$ cat src/pkg/lps_pkg.sv
package lps_pkg;

    // Register addresses
    localparam logic [11:0] ADDR_DUAL_SEL    = 12'h008;
    localparam logic [11:0] ADDR_IRQ_EN_A    = 12'h021;
    localparam logic [11:0] ADDR_IRQ_EN_B    = 12'h022;
    localparam logic [11:0] ADDR_IRQ_ST_A    = 12'h025;
    localparam logic [11:0] ADDR_IRQ_ST_B    = 12'h026;
    localparam logic [11:0] ADDR_TOL_WIN     = 12'h034;
    localparam logic [11:0] ADDR_ERR_SNAP    = 12'h038;
    localparam logic [11:0] ADDR_FLAG_SNAP   = 12'h039;
    localparam logic [11:0] ADDR_ALIGN_CTRL  = 12'h03a;
    localparam logic [11:0] ADDR_ALIGN_STAT  = 12'h03b;
    localparam logic [11:0] ADDR_ERR_LIVE    = 12'h03c;
    localparam logic [11:0] ADDR_FLAG_LIVE   = 12'h03d;
    localparam logic [11:0] ADDR_SUBCL_GLB   = 12'h301;
    localparam logic [11:0] ADDR_SUBCL_LINK  = 12'h458;

    // Control register fields
    localparam int CTRL_ENABLE_BIT   = 7;
    localparam int CTRL_ARM_BIT      = 6;
    localparam int CTRL_STKCLR_BIT   = 5;
    localparam int MODE_MSB          = 3;

    // Status register fields
    localparam int STAT_BUSY_BIT     = 7;
    localparam int STAT_LOCK_BIT     = 3;
    localparam int STAT_ROT_BIT      = 2;
    localparam int STAT_WLIM_BIT     = 1;
    localparam int STAT_TRIP_BIT     = 0;

    // Side flags: low side on bit 7, high side on bit 6
    localparam int FLAG_LOW_BIT      = 7;
    localparam int FLAG_HIGH_BIT     = 6;

    // Field widths
    localparam int TOL_W             = 3;
    localparam int SUBCL_W           = 3;
    localparam int SUBCL_LINK_LSB    = 5;
    localparam int SNAP_ERR_W        = 4;
    localparam int IRQ_W             = 4;

    // Sync processing modes
    localparam logic [3:0] MODE_ONESHOT  = 4'h1;
    localparam logic [3:0] MODE_CONT     = 4'h2;
    localparam logic [3:0] MODE_MONITOR  = 4'h9;

    localparam logic [2:0] SUBCLASS_1    = 3'h1;

    localparam logic [7:0] REG_RESET     = 8'h00;

    // Timing defaults in DAC clock cycles
    localparam int LMFC_PERIOD_DEF   = 32;
    localparam int ROT_CYCLES_DEF    = 8;
    localparam int RX_DELAY_DEF      = 0;

    typedef enum logic [0:0] {
        ST_READY,
        ST_ROTATE
    } lps_state_t;

endpackage

$ cat src/verilog/lps_lmfc_sync.sv
`timescale 1ns/100ps
// Functional notes
// - Mode codes 0x1 one-shot, 0x2 continuous, 0x9 monitor.
// - Compare LMFC phase with SYSREF or processing clock.
// - Out-of-phase check rotates the LMFC into alignment.
// - One-shot checks first armed edge, adjusts beyond window.
// - Continuous checks every edge, no arming needed.
// - Edges ignored while a rotation is underway.
// - Continuous realigns only when error exceeds tolerance.
// - Arm self-clears on edge; in continuous it only sets once_ff.
// - Monitor aligns once, then only measures later edges.
// - Live error zero after alignment, else DAC cycles.
// - Error beyond window sets low or high flag.
// - Alignment snapshots last error nibble and flags.
// - Window code n means plus/minus n, zero means half.
// - Busy reads zero once sync work is finished.
// - Lock and window-exceeded update on every check.
// - Rotation and edge-seen sticky until sticky clear.
// - Dual A interrupt enable and W1C status, four events.
// - Dual B interrupt enable and W1C status, four events.
// - Subclass 0 or 1 in global and link fields.
// - Per-link receive LMFC delayed from aligned LMFC.
// - SYSREF active high, sampled on clock rising edge.
module lps_lmfc_sync
    import lps_pkg::*;
#(
    parameter int LMFC_PERIOD = LMFC_PERIOD_DEF,
    parameter int ROT_CYCLES  = ROT_CYCLES_DEF,
    parameter int RX_DELAY    = RX_DELAY_DEF
) (
    // Clock and reset
    input  wire logic        clock_i,
    input  wire logic        rst_n_i,
    // Alignment sources
    input  wire logic        sysref_i,
    input  wire logic        pclk_tick_i,
    // Register port
    input  wire logic [11:0] reg_addr_i,
    input  wire logic [7:0]  reg_wdata_i,
    input  wire logic        reg_wr_i,
    input  wire logic        reg_rd_i,
    output logic      [7:0]  reg_rdata_o,
    // LMFC and interrupt outputs per dual
    output logic      [1:0]  lmfc_edge_o,
    output logic      [1:0]  lmfc_rx_o,
    output logic      [1:0]  irq_o
);

    localparam int CW = $clog2(LMFC_PERIOD);
    localparam int RW = $clog2(ROT_CYCLES + 1);
    localparam logic [CW-1:0] CNT_LAST = CW'(LMFC_PERIOD - 1);
    localparam logic [CW-1:0] CNT_HALF = CW'(LMFC_PERIOD / 2);
    localparam logic [CW-1:0] CNT_RX   = CW'(RX_DELAY);
    localparam logic [7:0]    PERIOD8  = 8'(LMFC_PERIOD);

    // Registers
    logic [1:0]          dual_sel_ff;
    logic [IRQ_W-1:0]    irq_en_ff [2];
    logic [IRQ_W-1:0]    irq_st_ff [2];
    logic [TOL_W-1:0]    tol_ff;
    logic [SNAP_ERR_W-1:0] snap_err_ff;
    logic [1:0]          snap_flag_ff;
    logic                enable_ff;
    logic                arm_ff;
    logic [3:0]          mode_ff;
    logic                lock_ff;
    logic                rot_seen_ff;
    logic                wlim_ff;
    logic                edge_seen_ff;
    logic [7:0]          err_live_ff;
    logic [1:0]          flag_live_ff;
    logic [SUBCL_W-1:0]  subcl_glb_ff;
    logic [SUBCL_W-1:0]  subcl_link_ff;
    logic                once_ff;
    logic [7:0]          rdata_ff;
    logic [1:0]          irq_ff;
    logic [1:0]          edge_out_ff;
    logic [1:0]          rx_out_ff;

    // LMFC and sync machine
    logic [CW-1:0]       cnt_ff [2];
    lps_state_t          state_ff;
    logic [RW-1:0]       rot_cnt_ff;
    logic                sref_s1_ff;
    logic                sref_s2_ff;
    logic                sref_s3_ff;

    logic                ctrl_wr;
    logic                align_edge;
    logic                edge_ok;
    logic                check_w;
    logic                align_w;
    logic                exceed_w;
    logic [CW-1:0]       meas_cnt;
    logic [7:0]          err_w;
    logic [7:0]          mag_w;
    logic [IRQ_W-1:0]    irq_evt;

    assign ctrl_wr = reg_wr_i && (reg_addr_i == ADDR_ALIGN_CTRL);

    // SYSREF is a pin: two stages before the edge detector
    always_ff @(posedge clock_i or negedge rst_n_i) begin
        if (!rst_n_i) begin
            sref_s1_ff <= 1'b0;
            sref_s2_ff <= 1'b0;
            sref_s3_ff <= 1'b0;
        end else begin
            sref_s1_ff <= sysref_i;
            sref_s2_ff <= sref_s1_ff;
            sref_s3_ff <= sref_s2_ff;
        end
    end

    // Rising edge of active-high SYSREF in subclass 1
    assign align_edge = (subcl_glb_ff == SUBCLASS_1) ?
                        (sref_s2_ff && !sref_s3_ff) : pclk_tick_i;

    // Edges arriving mid-rotation are dropped
    assign edge_ok = align_edge && enable_ff && (state_ff == ST_READY);

    // Measure on dual A unless only dual B is selected
    assign meas_cnt = (dual_sel_ff == 2'b10) ? cnt_ff[1] : cnt_ff[0];

    // Signed distance from the nearest LMFC edge
    assign err_w = (meas_cnt < CNT_HALF) ? 8'(meas_cnt)
                                         : 8'(meas_cnt) - PERIOD8;
    assign mag_w = err_w[7] ? (8'h00 - err_w) : err_w;

    // Code 0 tolerates only a half cycle, so any whole error trips
    assign exceed_w = (mag_w > 8'(tol_ff));

    always_comb begin
        check_w = 1'b0;
        align_w = 1'b0;
        if (edge_ok) begin
            unique case (mode_ff)
                MODE_ONESHOT: begin
                    check_w = arm_ff;
                    align_w = arm_ff && exceed_w;
                end
                MODE_CONT: begin
                    check_w = 1'b1;
                    align_w = exceed_w;
                end
                MODE_MONITOR: begin
                    check_w = arm_ff || once_ff;
                    align_w = arm_ff && exceed_w;
                end
                default: begin
                    check_w = 1'b0;
                    align_w = 1'b0;
                end
            endcase
        end
    end

    // Rotation holds off new edges for a fixed settling time
    always_ff @(posedge clock_i or negedge rst_n_i) begin
        if (!rst_n_i) begin
            state_ff   <= ST_READY;
            rot_cnt_ff <= '0;
        end else begin
            unique case (state_ff)
                ST_READY: begin
                    if (align_w) begin
                        state_ff   <= ST_ROTATE;
                        rot_cnt_ff <= RW'(ROT_CYCLES - 1);
                    end
                end
                ST_ROTATE: begin
                    if (rot_cnt_ff == '0) begin
                        state_ff <= ST_READY;
                    end else begin
                        rot_cnt_ff <= rot_cnt_ff - 1'b1;
                    end
                end
            endcase
        end
    end

    // LMFC counters; a rotation restarts the selected duals on the edge
    always_ff @(posedge clock_i or negedge rst_n_i) begin
        if (!rst_n_i) begin
            cnt_ff[0] <= '0;
            cnt_ff[1] <= '0;
        end else begin
            for (int d = 0; d < 2; d++) begin
                if (align_w && dual_sel_ff[d]) begin
                    cnt_ff[d] <= CW'(1);
                end else if (cnt_ff[d] == CNT_LAST) begin
                    cnt_ff[d] <= '0;
                end else begin
                    cnt_ff[d] <= cnt_ff[d] + 1'b1;
                end
            end
        end
    end

    // LMFC edge and delayed receive LMFC per link
    always_ff @(posedge clock_i or negedge rst_n_i) begin
        if (!rst_n_i) begin
            edge_out_ff <= 2'b00;
            rx_out_ff   <= 2'b00;
        end else begin
            for (int d = 0; d < 2; d++) begin
                edge_out_ff[d] <= (cnt_ff[d] == '0);
                rx_out_ff[d]   <= (cnt_ff[d] == CNT_RX);
            end
        end
    end

    // Control register
    always_ff @(posedge clock_i or negedge rst_n_i) begin
        if (!rst_n_i) begin
            enable_ff <= 1'b0;
            arm_ff    <= 1'b0;
            mode_ff   <= '0;
        end else begin
            if (ctrl_wr) begin
                enable_ff <= reg_wdata_i[CTRL_ENABLE_BIT];
                mode_ff   <= reg_wdata_i[MODE_MSB:0];
            end
            // Accepted edge clears arm; in continuous it steers no check or
            // alignment, but an armed checked edge still sets once_ff
            if (edge_ok && arm_ff) begin
                arm_ff <= 1'b0;
            end else if (ctrl_wr) begin
                arm_ff <= reg_wdata_i[CTRL_ARM_BIT];
            end
        end
    end

    // Monitor phase after the first armed checked edge; a control write clearing enable restarts it
    always_ff @(posedge clock_i or negedge rst_n_i) begin
        if (!rst_n_i) begin
            once_ff <= 1'b0;
        end else if (check_w && arm_ff) begin
            once_ff <= 1'b1;
        end else if (ctrl_wr && !reg_wdata_i[CTRL_ENABLE_BIT]) begin
            once_ff <= 1'b0;
        end
    end

    // Live error and side flags
    always_ff @(posedge clock_i or negedge rst_n_i) begin
        if (!rst_n_i) begin
            err_live_ff  <= '0;
            flag_live_ff <= 2'b00;
        end else if (align_w) begin
            err_live_ff  <= '0;
            flag_live_ff <= 2'b00;
        end else if (check_w) begin
            err_live_ff  <= err_w;
            flag_live_ff <= {exceed_w && err_w[7],
                             exceed_w && !err_w[7]};
        end
    end

    // Snapshot of the error being corrected
    always_ff @(posedge clock_i or negedge rst_n_i) begin
        if (!rst_n_i) begin
            snap_err_ff  <= '0;
            snap_flag_ff <= 2'b00;
        end else if (align_w) begin
            snap_err_ff  <= err_w[SNAP_ERR_W-1:0];
            snap_flag_ff <= {err_w[7], !err_w[7]};
        end
    end

    // Live status; a rotation leaves the pair aligned
    always_ff @(posedge clock_i or negedge rst_n_i) begin
        if (!rst_n_i) begin
            lock_ff <= 1'b0;
            wlim_ff <= 1'b0;
        end else if (check_w) begin
            lock_ff <= !exceed_w || align_w;
            wlim_ff <= exceed_w;
        end
    end

    // Sticky bits: a new event wins over a same-cycle clear
    always_ff @(posedge clock_i or negedge rst_n_i) begin
        if (!rst_n_i) begin
            rot_seen_ff  <= 1'b0;
            edge_seen_ff <= 1'b0;
        end else begin
            if (align_w) begin
                rot_seen_ff <= 1'b1;
            end else if (ctrl_wr && reg_wdata_i[CTRL_STKCLR_BIT]) begin
                rot_seen_ff <= 1'b0;
            end
            if (check_w) begin
                edge_seen_ff <= 1'b1;
            end else if (ctrl_wr && reg_wdata_i[CTRL_STKCLR_BIT]) begin
                edge_seen_ff <= 1'b0;
            end
        end
    end

    // Event order matches status bits 3..0: lock, rotation, window, edge
    assign irq_evt = {check_w && (!exceed_w || align_w), align_w,
                      check_w && exceed_w, check_w};

    // Interrupt status per dual, write one to clear, set wins
    always_ff @(posedge clock_i or negedge rst_n_i) begin
        if (!rst_n_i) begin
            irq_st_ff[0] <= '0;
            irq_st_ff[1] <= '0;
            irq_ff       <= 2'b00;
        end else begin
            for (int d = 0; d < 2; d++) begin
                logic [11:0]      st_addr;
                logic [IRQ_W-1:0] clr;
                st_addr = (d == 0) ? ADDR_IRQ_ST_A : ADDR_IRQ_ST_B;
                clr     = (reg_wr_i && reg_addr_i == st_addr) ?
                          reg_wdata_i[IRQ_W-1:0] : '0;
                irq_st_ff[d] <= (irq_st_ff[d] & ~clr) |
                                (irq_evt & irq_en_ff[d]);
                irq_ff[d]    <= |irq_st_ff[d];
            end
        end
    end

    // Plain configuration registers
    always_ff @(posedge clock_i or negedge rst_n_i) begin
        if (!rst_n_i) begin
            dual_sel_ff   <= '0;
            irq_en_ff[0]  <= '0;
            irq_en_ff[1]  <= '0;
            tol_ff        <= '0;
            subcl_glb_ff  <= '0;
            subcl_link_ff <= '0;
        end else if (reg_wr_i) begin
            unique case (reg_addr_i)
                ADDR_DUAL_SEL:   dual_sel_ff  <= reg_wdata_i[1:0];
                ADDR_IRQ_EN_A:   irq_en_ff[0] <= reg_wdata_i[IRQ_W-1:0];
                ADDR_IRQ_EN_B:   irq_en_ff[1] <= reg_wdata_i[IRQ_W-1:0];
                ADDR_TOL_WIN:    tol_ff       <= reg_wdata_i[TOL_W-1:0];
                ADDR_SUBCL_GLB:  subcl_glb_ff <= reg_wdata_i[SUBCL_W-1:0];
                ADDR_SUBCL_LINK: subcl_link_ff <=
                    reg_wdata_i[SUBCL_LINK_LSB +: SUBCL_W];
                default: begin
                end
            endcase
        end
    end

    // Read data, registered one cycle after the read strobe
    always_ff @(posedge clock_i or negedge rst_n_i) begin
        if (!rst_n_i) begin
            rdata_ff <= REG_RESET;
        end else if (reg_rd_i) begin
            unique case (reg_addr_i)
                ADDR_DUAL_SEL:   rdata_ff <= {6'h00, dual_sel_ff};
                ADDR_IRQ_EN_A:   rdata_ff <= {4'h0, irq_en_ff[0]};
                ADDR_IRQ_EN_B:   rdata_ff <= {4'h0, irq_en_ff[1]};
                ADDR_IRQ_ST_A:   rdata_ff <= {4'h0, irq_st_ff[0]};
                ADDR_IRQ_ST_B:   rdata_ff <= {4'h0, irq_st_ff[1]};
                ADDR_TOL_WIN:    rdata_ff <= {5'h00, tol_ff};
                ADDR_ERR_SNAP:   rdata_ff <= {4'h0, snap_err_ff};
                ADDR_FLAG_SNAP:  rdata_ff <= {snap_flag_ff, 6'h00};
                ADDR_ALIGN_CTRL: rdata_ff <= {enable_ff, arm_ff, 2'b00,
                                              mode_ff};
                // Busy covers a rotation and, while enabled, a pending arm outside continuous mode
                ADDR_ALIGN_STAT: rdata_ff <= {(state_ff == ST_ROTATE) ||
                                              (enable_ff && arm_ff &&
                                               mode_ff != MODE_CONT),
                                              3'b000, lock_ff,
                                              rot_seen_ff, wlim_ff,
                                              edge_seen_ff};
                ADDR_ERR_LIVE:   rdata_ff <= err_live_ff;
                ADDR_FLAG_LIVE:  rdata_ff <= {flag_live_ff, 6'h00};
                ADDR_SUBCL_GLB:  rdata_ff <= {5'h00, subcl_glb_ff};
                ADDR_SUBCL_LINK: rdata_ff <= {subcl_link_ff, 5'h00};
                default:         rdata_ff <= REG_RESET;
            endcase
        end
    end

    assign reg_rdata_o = rdata_ff;
    assign lmfc_edge_o = edge_out_ff;
    assign lmfc_rx_o   = rx_out_ff;
    assign irq_o       = irq_ff;

    arm_self_clear_a: assert property (
        @(posedge clock_i) disable iff (!rst_n_i)
        (edge_ok && arm_ff) |=> !arm_ff)
        else $error("arm not cleared by edge");

    rotate_ignores_a: assert property (
        @(posedge clock_i) disable iff (!rst_n_i)
        align_w |=> (!check_w && state_ff == ST_ROTATE) [*8])
        else $error("edge taken during rotation");

    err_zero_a: assert property (
        @(posedge clock_i) disable iff (!rst_n_i)
        align_w |=> (err_live_ff == 8'h00 && flag_live_ff == 2'b00))
        else $error("live error not zero after alignment");

    oneshot_unarmed_a: assert property (
        @(posedge clock_i) disable iff (!rst_n_i)
        (mode_ff == MODE_ONESHOT && !arm_ff) |-> !check_w)
        else $error("one-shot checked without arm");

    cont_check_a: assert property (
        @(posedge clock_i) disable iff (!rst_n_i)
        (edge_ok && mode_ff == MODE_CONT) |=> edge_seen_ff)
        else $error("continuous edge not checked");

    window_flag_a: assert property (
        @(posedge clock_i) disable iff (!rst_n_i)
        (check_w && !align_w && exceed_w) |=>
        (flag_live_ff == {$past(err_w[7]), !$past(err_w[7])}))
        else $error("side flag wrong");

    rotation_phase_a: assert property (
        @(posedge clock_i) disable iff (!rst_n_i)
        (align_w && dual_sel_ff[0]) |-> ##(LMFC_PERIOD)
        (cnt_ff[0] == '0))
        else $error("LMFC not aligned after rotation");

    monitor_hold_a: assert property (
        @(posedge clock_i) disable iff (!rst_n_i)
        (mode_ff == MODE_MONITOR && !arm_ff) |-> !align_w)
        else $error("monitor mode rotated without arm");

    sticky_clear_a: assert property (
        @(posedge clock_i) disable iff (!rst_n_i)
        (ctrl_wr && reg_wdata_i[CTRL_STKCLR_BIT] && !check_w) |=>
        (!edge_seen_ff && !rot_seen_ff))
        else $error("sticky bits not cleared");

    irq_latch_a: assert property (
        @(posedge clock_i) disable iff (!rst_n_i)
        (check_w && irq_en_ff[0][STAT_TRIP_BIT]) |=> ##1 irq_o[0])
        else $error("dual A interrupt missing");

endmodule

$ cat config.mk
export PLATFORM = sky130hd
export DESIGN_NAME = lps_lmfc_sync
export DESIGN_NICKNAME = d
export VERILOG_FILES = /design/src/pkg/lps_pkg.sv /design/src/verilog/lps_lmfc_sync.sv
export SDC_FILE = /design/constraint.sdc
export NUM_CORES = 1
export LEC_CHECK = 0
export ABC_AREA = 1
export ABC_CLOCK_PERIOD_IN_PS = 3900
export BUFFER_PORTS_ARGS = -buffer_cell sky130_fd_sc_hd__buf_2
export CAP_MARGIN = 25
export CORE_ASPECT_RATIO = 1.1
export CORE_MARGIN = 1.5
export CORE_UTILIZATION = 64
export CTS_CLUSTER_SIZE = 12
export DETAILED_ROUTE_END_ITERATION = 8
export PLACE_DENSITY_LB_ADDON = 0.25
export REMOVE_ABC_BUFFERS = 1
export SETUP_SLACK_MARGIN = 0.02
export SYNTH_ARGS = -nofsm -noshare
export SYNTH_HDL_FRONTEND = slang
export SYNTH_SLANG_ARGS = --single-unit
export TNS_END_PERCENT = 100
$ cat constraint.sdc
create_clock -name clock_i -period 3.9 [get_ports clock_i]
set_input_delay 0.195 -clock clock_i [delete_from_list [all_inputs] [get_ports clock_i]]
set_output_delay 0.195 -clock clock_i [all_outputs]
set_load 0.03 [all_outputs]
==> results.toml <==
[status]
status = "complete, no violations"

[drt]
wirelength_mm = 10.1
wl_per_cell_um = 14.7
first_iter_violations = 365
first_pass_iters = 5
drtAntennaViolNets = 0
drc = 0
via_per_inst = 5.68
vias = 3902

[sta]
setup-tns-final_ns = 0
period_share_pct = 74.0
finalHoldViolCount = 0
slew_headroom_pct = 62.9
slew_violations = 0
grt_setup_unrepaired = "false"
whs_ns = 0.108
finalCriticalPeriod_ns = 2.89
tightest_slew_ns = 0.553
fmax_mhz = 346
setup_violations = 0
fin_skew_ns = 0.00981

[run]
max-cap-violations = 0

[synth]
synth_commonest_cells = "nand2_1, nand3_1, dfrtp_1"
synth.largest_area_cell = "dfrtp_1"
synth_edf_count = 0
avgSynthCellArea_um2 = 7.69
yosysSeqAreaShare_pct = 46.9
syn_area_um2 = 4320
synthFlopType = "dfrtp_1"
ys_ff_latch = 81
ys_types = 38
synth_cells = 562
yosysTopAreaCellShare_pct = 46.9
yosysWarnings = 0
synth_area_leaders = "dfrtp_1, nand2_1, nand3_1, inv_1, o21ai_0"
async_reset_ff_share_pct = 100
yosysMostFrequentCell = "nand2_1"

[global_route]
grt_overflow_total = 0
grt_pass1_wl_mm = 16.3
grt.total_usage_pct = 29.8
antenna_found_initial = 0
grt_max_degree = 82
grt_pass1_vias = 3593

[worst_setup_path]
crit_start = "dual_sel_ff[1]"
end_kind = "register"
cp.arrival_ns = 3.13
rrSetupSlack_ns = 1.01
critical_path.startpoint_type = "register"
setup.worst_path.class = "reg2reg"
cp.required_ns = 4.14
rr_endpoint = "rot_cnt_ff[0]"
r2r-start = "dual_sel_ff[1]"
r2r_cells = 16
critPathMaxFanout = 21

[worst_hold_path]
hold_depth = 3
hold_class = "in2reg"
worstHoldStart = "reg_wdata_i[6]"
holdPathEnd = "subcl_link_ff[1]"

[finish]
drive_gt1_share_pct = 12.9
area_growth_pct = 11.1
final_area_um2 = 4800
fillers = 504
diodes = 0
nNetsFinal = 638
final_util_pct = 73.3

[placement]
port_buffers = 38
place_congestion = 0.874
postPlaceCellArea_um2 = 4540
place_hpwl_mm = 7.33

[power]
clockPowerShare_pct = 41.3
power.total_mw = 1.65
pwr-share-seq_pct = 52.3
switchingPower_uw = 374
leakage_nw = 2.56
sw_frac_of_total_pct = 22.7
ir_drop_mv = 0.252
combPwrFrac_pct = 6.3
p_int_mw = 1.27
p_per_area_nw_per_um2 = 343

[cts]
numClockSinks = 81
cts_tree = "done"
clk_latency_ns = 0.35
cts.reportedPaths.clkPinSlew_ns = 0.08
ctsHtreeMaxLevel = 3
cts_buffer_depth = 2
cts-root-buf = "clkbuf_8"
numCtsBuffers = 9

[floorplanning]
fp.dieH_um = 89.2
dieArea_um2 = 7260
ioPinCount = 40
rows = 31
die_x_um = 81.4
design.core.area_um2 = 6560
initial_core_util_pct = 65.9
==> routing by layer <==
| metal | global-route usage [%] | wire (µm) |
|---|---|---|
| met1 | 37.7 | 4280 |
| met2 | 50.0 | 4890 |
| met3 | 5.51 | 627 |
| met4 | 12.7 | 283 |
| met5 | 0 | 0 |
==> critical path, cell delays in order (launching register included) <==
cell and delay, ns:
dfrtp_1 0.55, nand3_1 0.18, nand2_2 0.13, inv_1 0.06, o21ai_0 0.25, xor2_1 0.23
ha_1 0.29, inv_1 0.08, nor2_1 0.04, nand3_1 0.05, nand3_1 0.09, nor2_2 0.15
nand2_4 0.11, nand2_4 0.23, nand2_1 0.17, nand2_1 0.11, nand2_1 0.05
==> kinds of logic (layout without fill, tap and decap cells) <==
| family | Yosys count | after routing | share of synthesized area, % |
|---|---|---|---|
| fa+ha+maj | 10 | 10 | 2.90 |
| flops | 81 | 81 | 46.9 |
| simple gates | 327 | 327 | 34.0 |
| compound gates | 61 | 61 | 7.47 |
| buf+inv | 77 | 120 | 7.56 |
| xor+xnor | 6 | 6 | 1.22 |
==> layout by cell type, fill, tap and decap left out, types with 2 or more instances in the layout <==
| cell type | instances |
|---|---|
| buf_2 | 37 |
| o22ai_1 | 2 |
| nor3_1 | 8 |
| nand3_1 | 84 |
| dlygate4sd3_1 | 2 |
| ha_1 | 10 |
| inv_2 | 3 |
| xor2_1 | 6 |
| or4_1 | 2 |
| or2_2 | 3 |
| nand2_1 | 156 |
| bufinv_16 | 2 |
| inv_1 | 60 |
| nor4_1 | 2 |
| nor3b_1 | 2 |
| nand4_1 | 7 |
| dfrtp_1 | 81 |
| a21oi_1 | 4 |
| clkbuf_8 | 11 |
| nand2_2 | 4 |
| o21ai_1 | 13 |
| nand2_4 | 3 |
| o21ai_0 | 37 |
| nor2_2 | 6 |
| nor2_1 | 44 |
==> stage by stage <==
step                instances  setup slack [ns]
finish                    687              1.01
global route              687             0.725
CTS                       685              1.01
detailed placement        670              1.10
global placement          670              1.17
floorplan                 550              1.45
==> layout make-up <==
type / count / area [µm²] / share of cell area (%)
flip-flops and latches: 81 / 2030 / 42.2
multi-input cells: 404 / 1970 / 41.0
inverters: 65 / 249 / 5.18
repair buffers: 41 / 240 / 5.00
clock buffers: 11 / 151 / 3.15
well taps: 82 / 103 / 2.14
clock inverters: 3 / 65.1 / 1.35
==> registers in the layout, indices dropped and copies added, names as in the netlist, 2 cells and up <==
name           flops
tol_ff             3
subcl_glb_ff       3
irq_st_ff          8
snap_flag_ff       2
lmfc_rx_o          2
irq_o              2
subcl_link_ff      3
rot_cnt_ff         4
mode_ff            4
dual_sel_ff        2
flag_live_ff       2
cnt_ff            10
irq_en_ff          8
snap_err_ff        4
reg_rdata_o        8
err_live_ff        5
==> worst max-delay path by stage <==
stage,to,cells past startpoint
floorplan,rot_cnt_ff[0],17
global placement,rot_cnt_ff[2],17
detailed placement,rot_cnt_ff[0],16
CTS,rot_cnt_ff[0],16
global route,rot_cnt_ff[1],16
finish,rot_cnt_ff[0],16
==> power groups by stage <==
stage / registers [mW] / logic (mW) / clock network (mW)
global placement: 0.878 / 0.0936 / 0
finish: 0.862 / 0.104 / 0.681
global route: 0.863 / 0.117 / 0.723
floorplan: 0.875 / 0.0494 / 0
CTS: 0.862 / 0.0993 / 0.681
detailed placement: 0.878 / 0.0977 / 0
==> repair_timing <==
item,in CTS,in global routing
resized for setup,0,0
hold buffers,1,1
endpoints found under the hold margin,1,27
setup buffers,0,0
No activity file was read; power rests on OpenSTA's default activity.
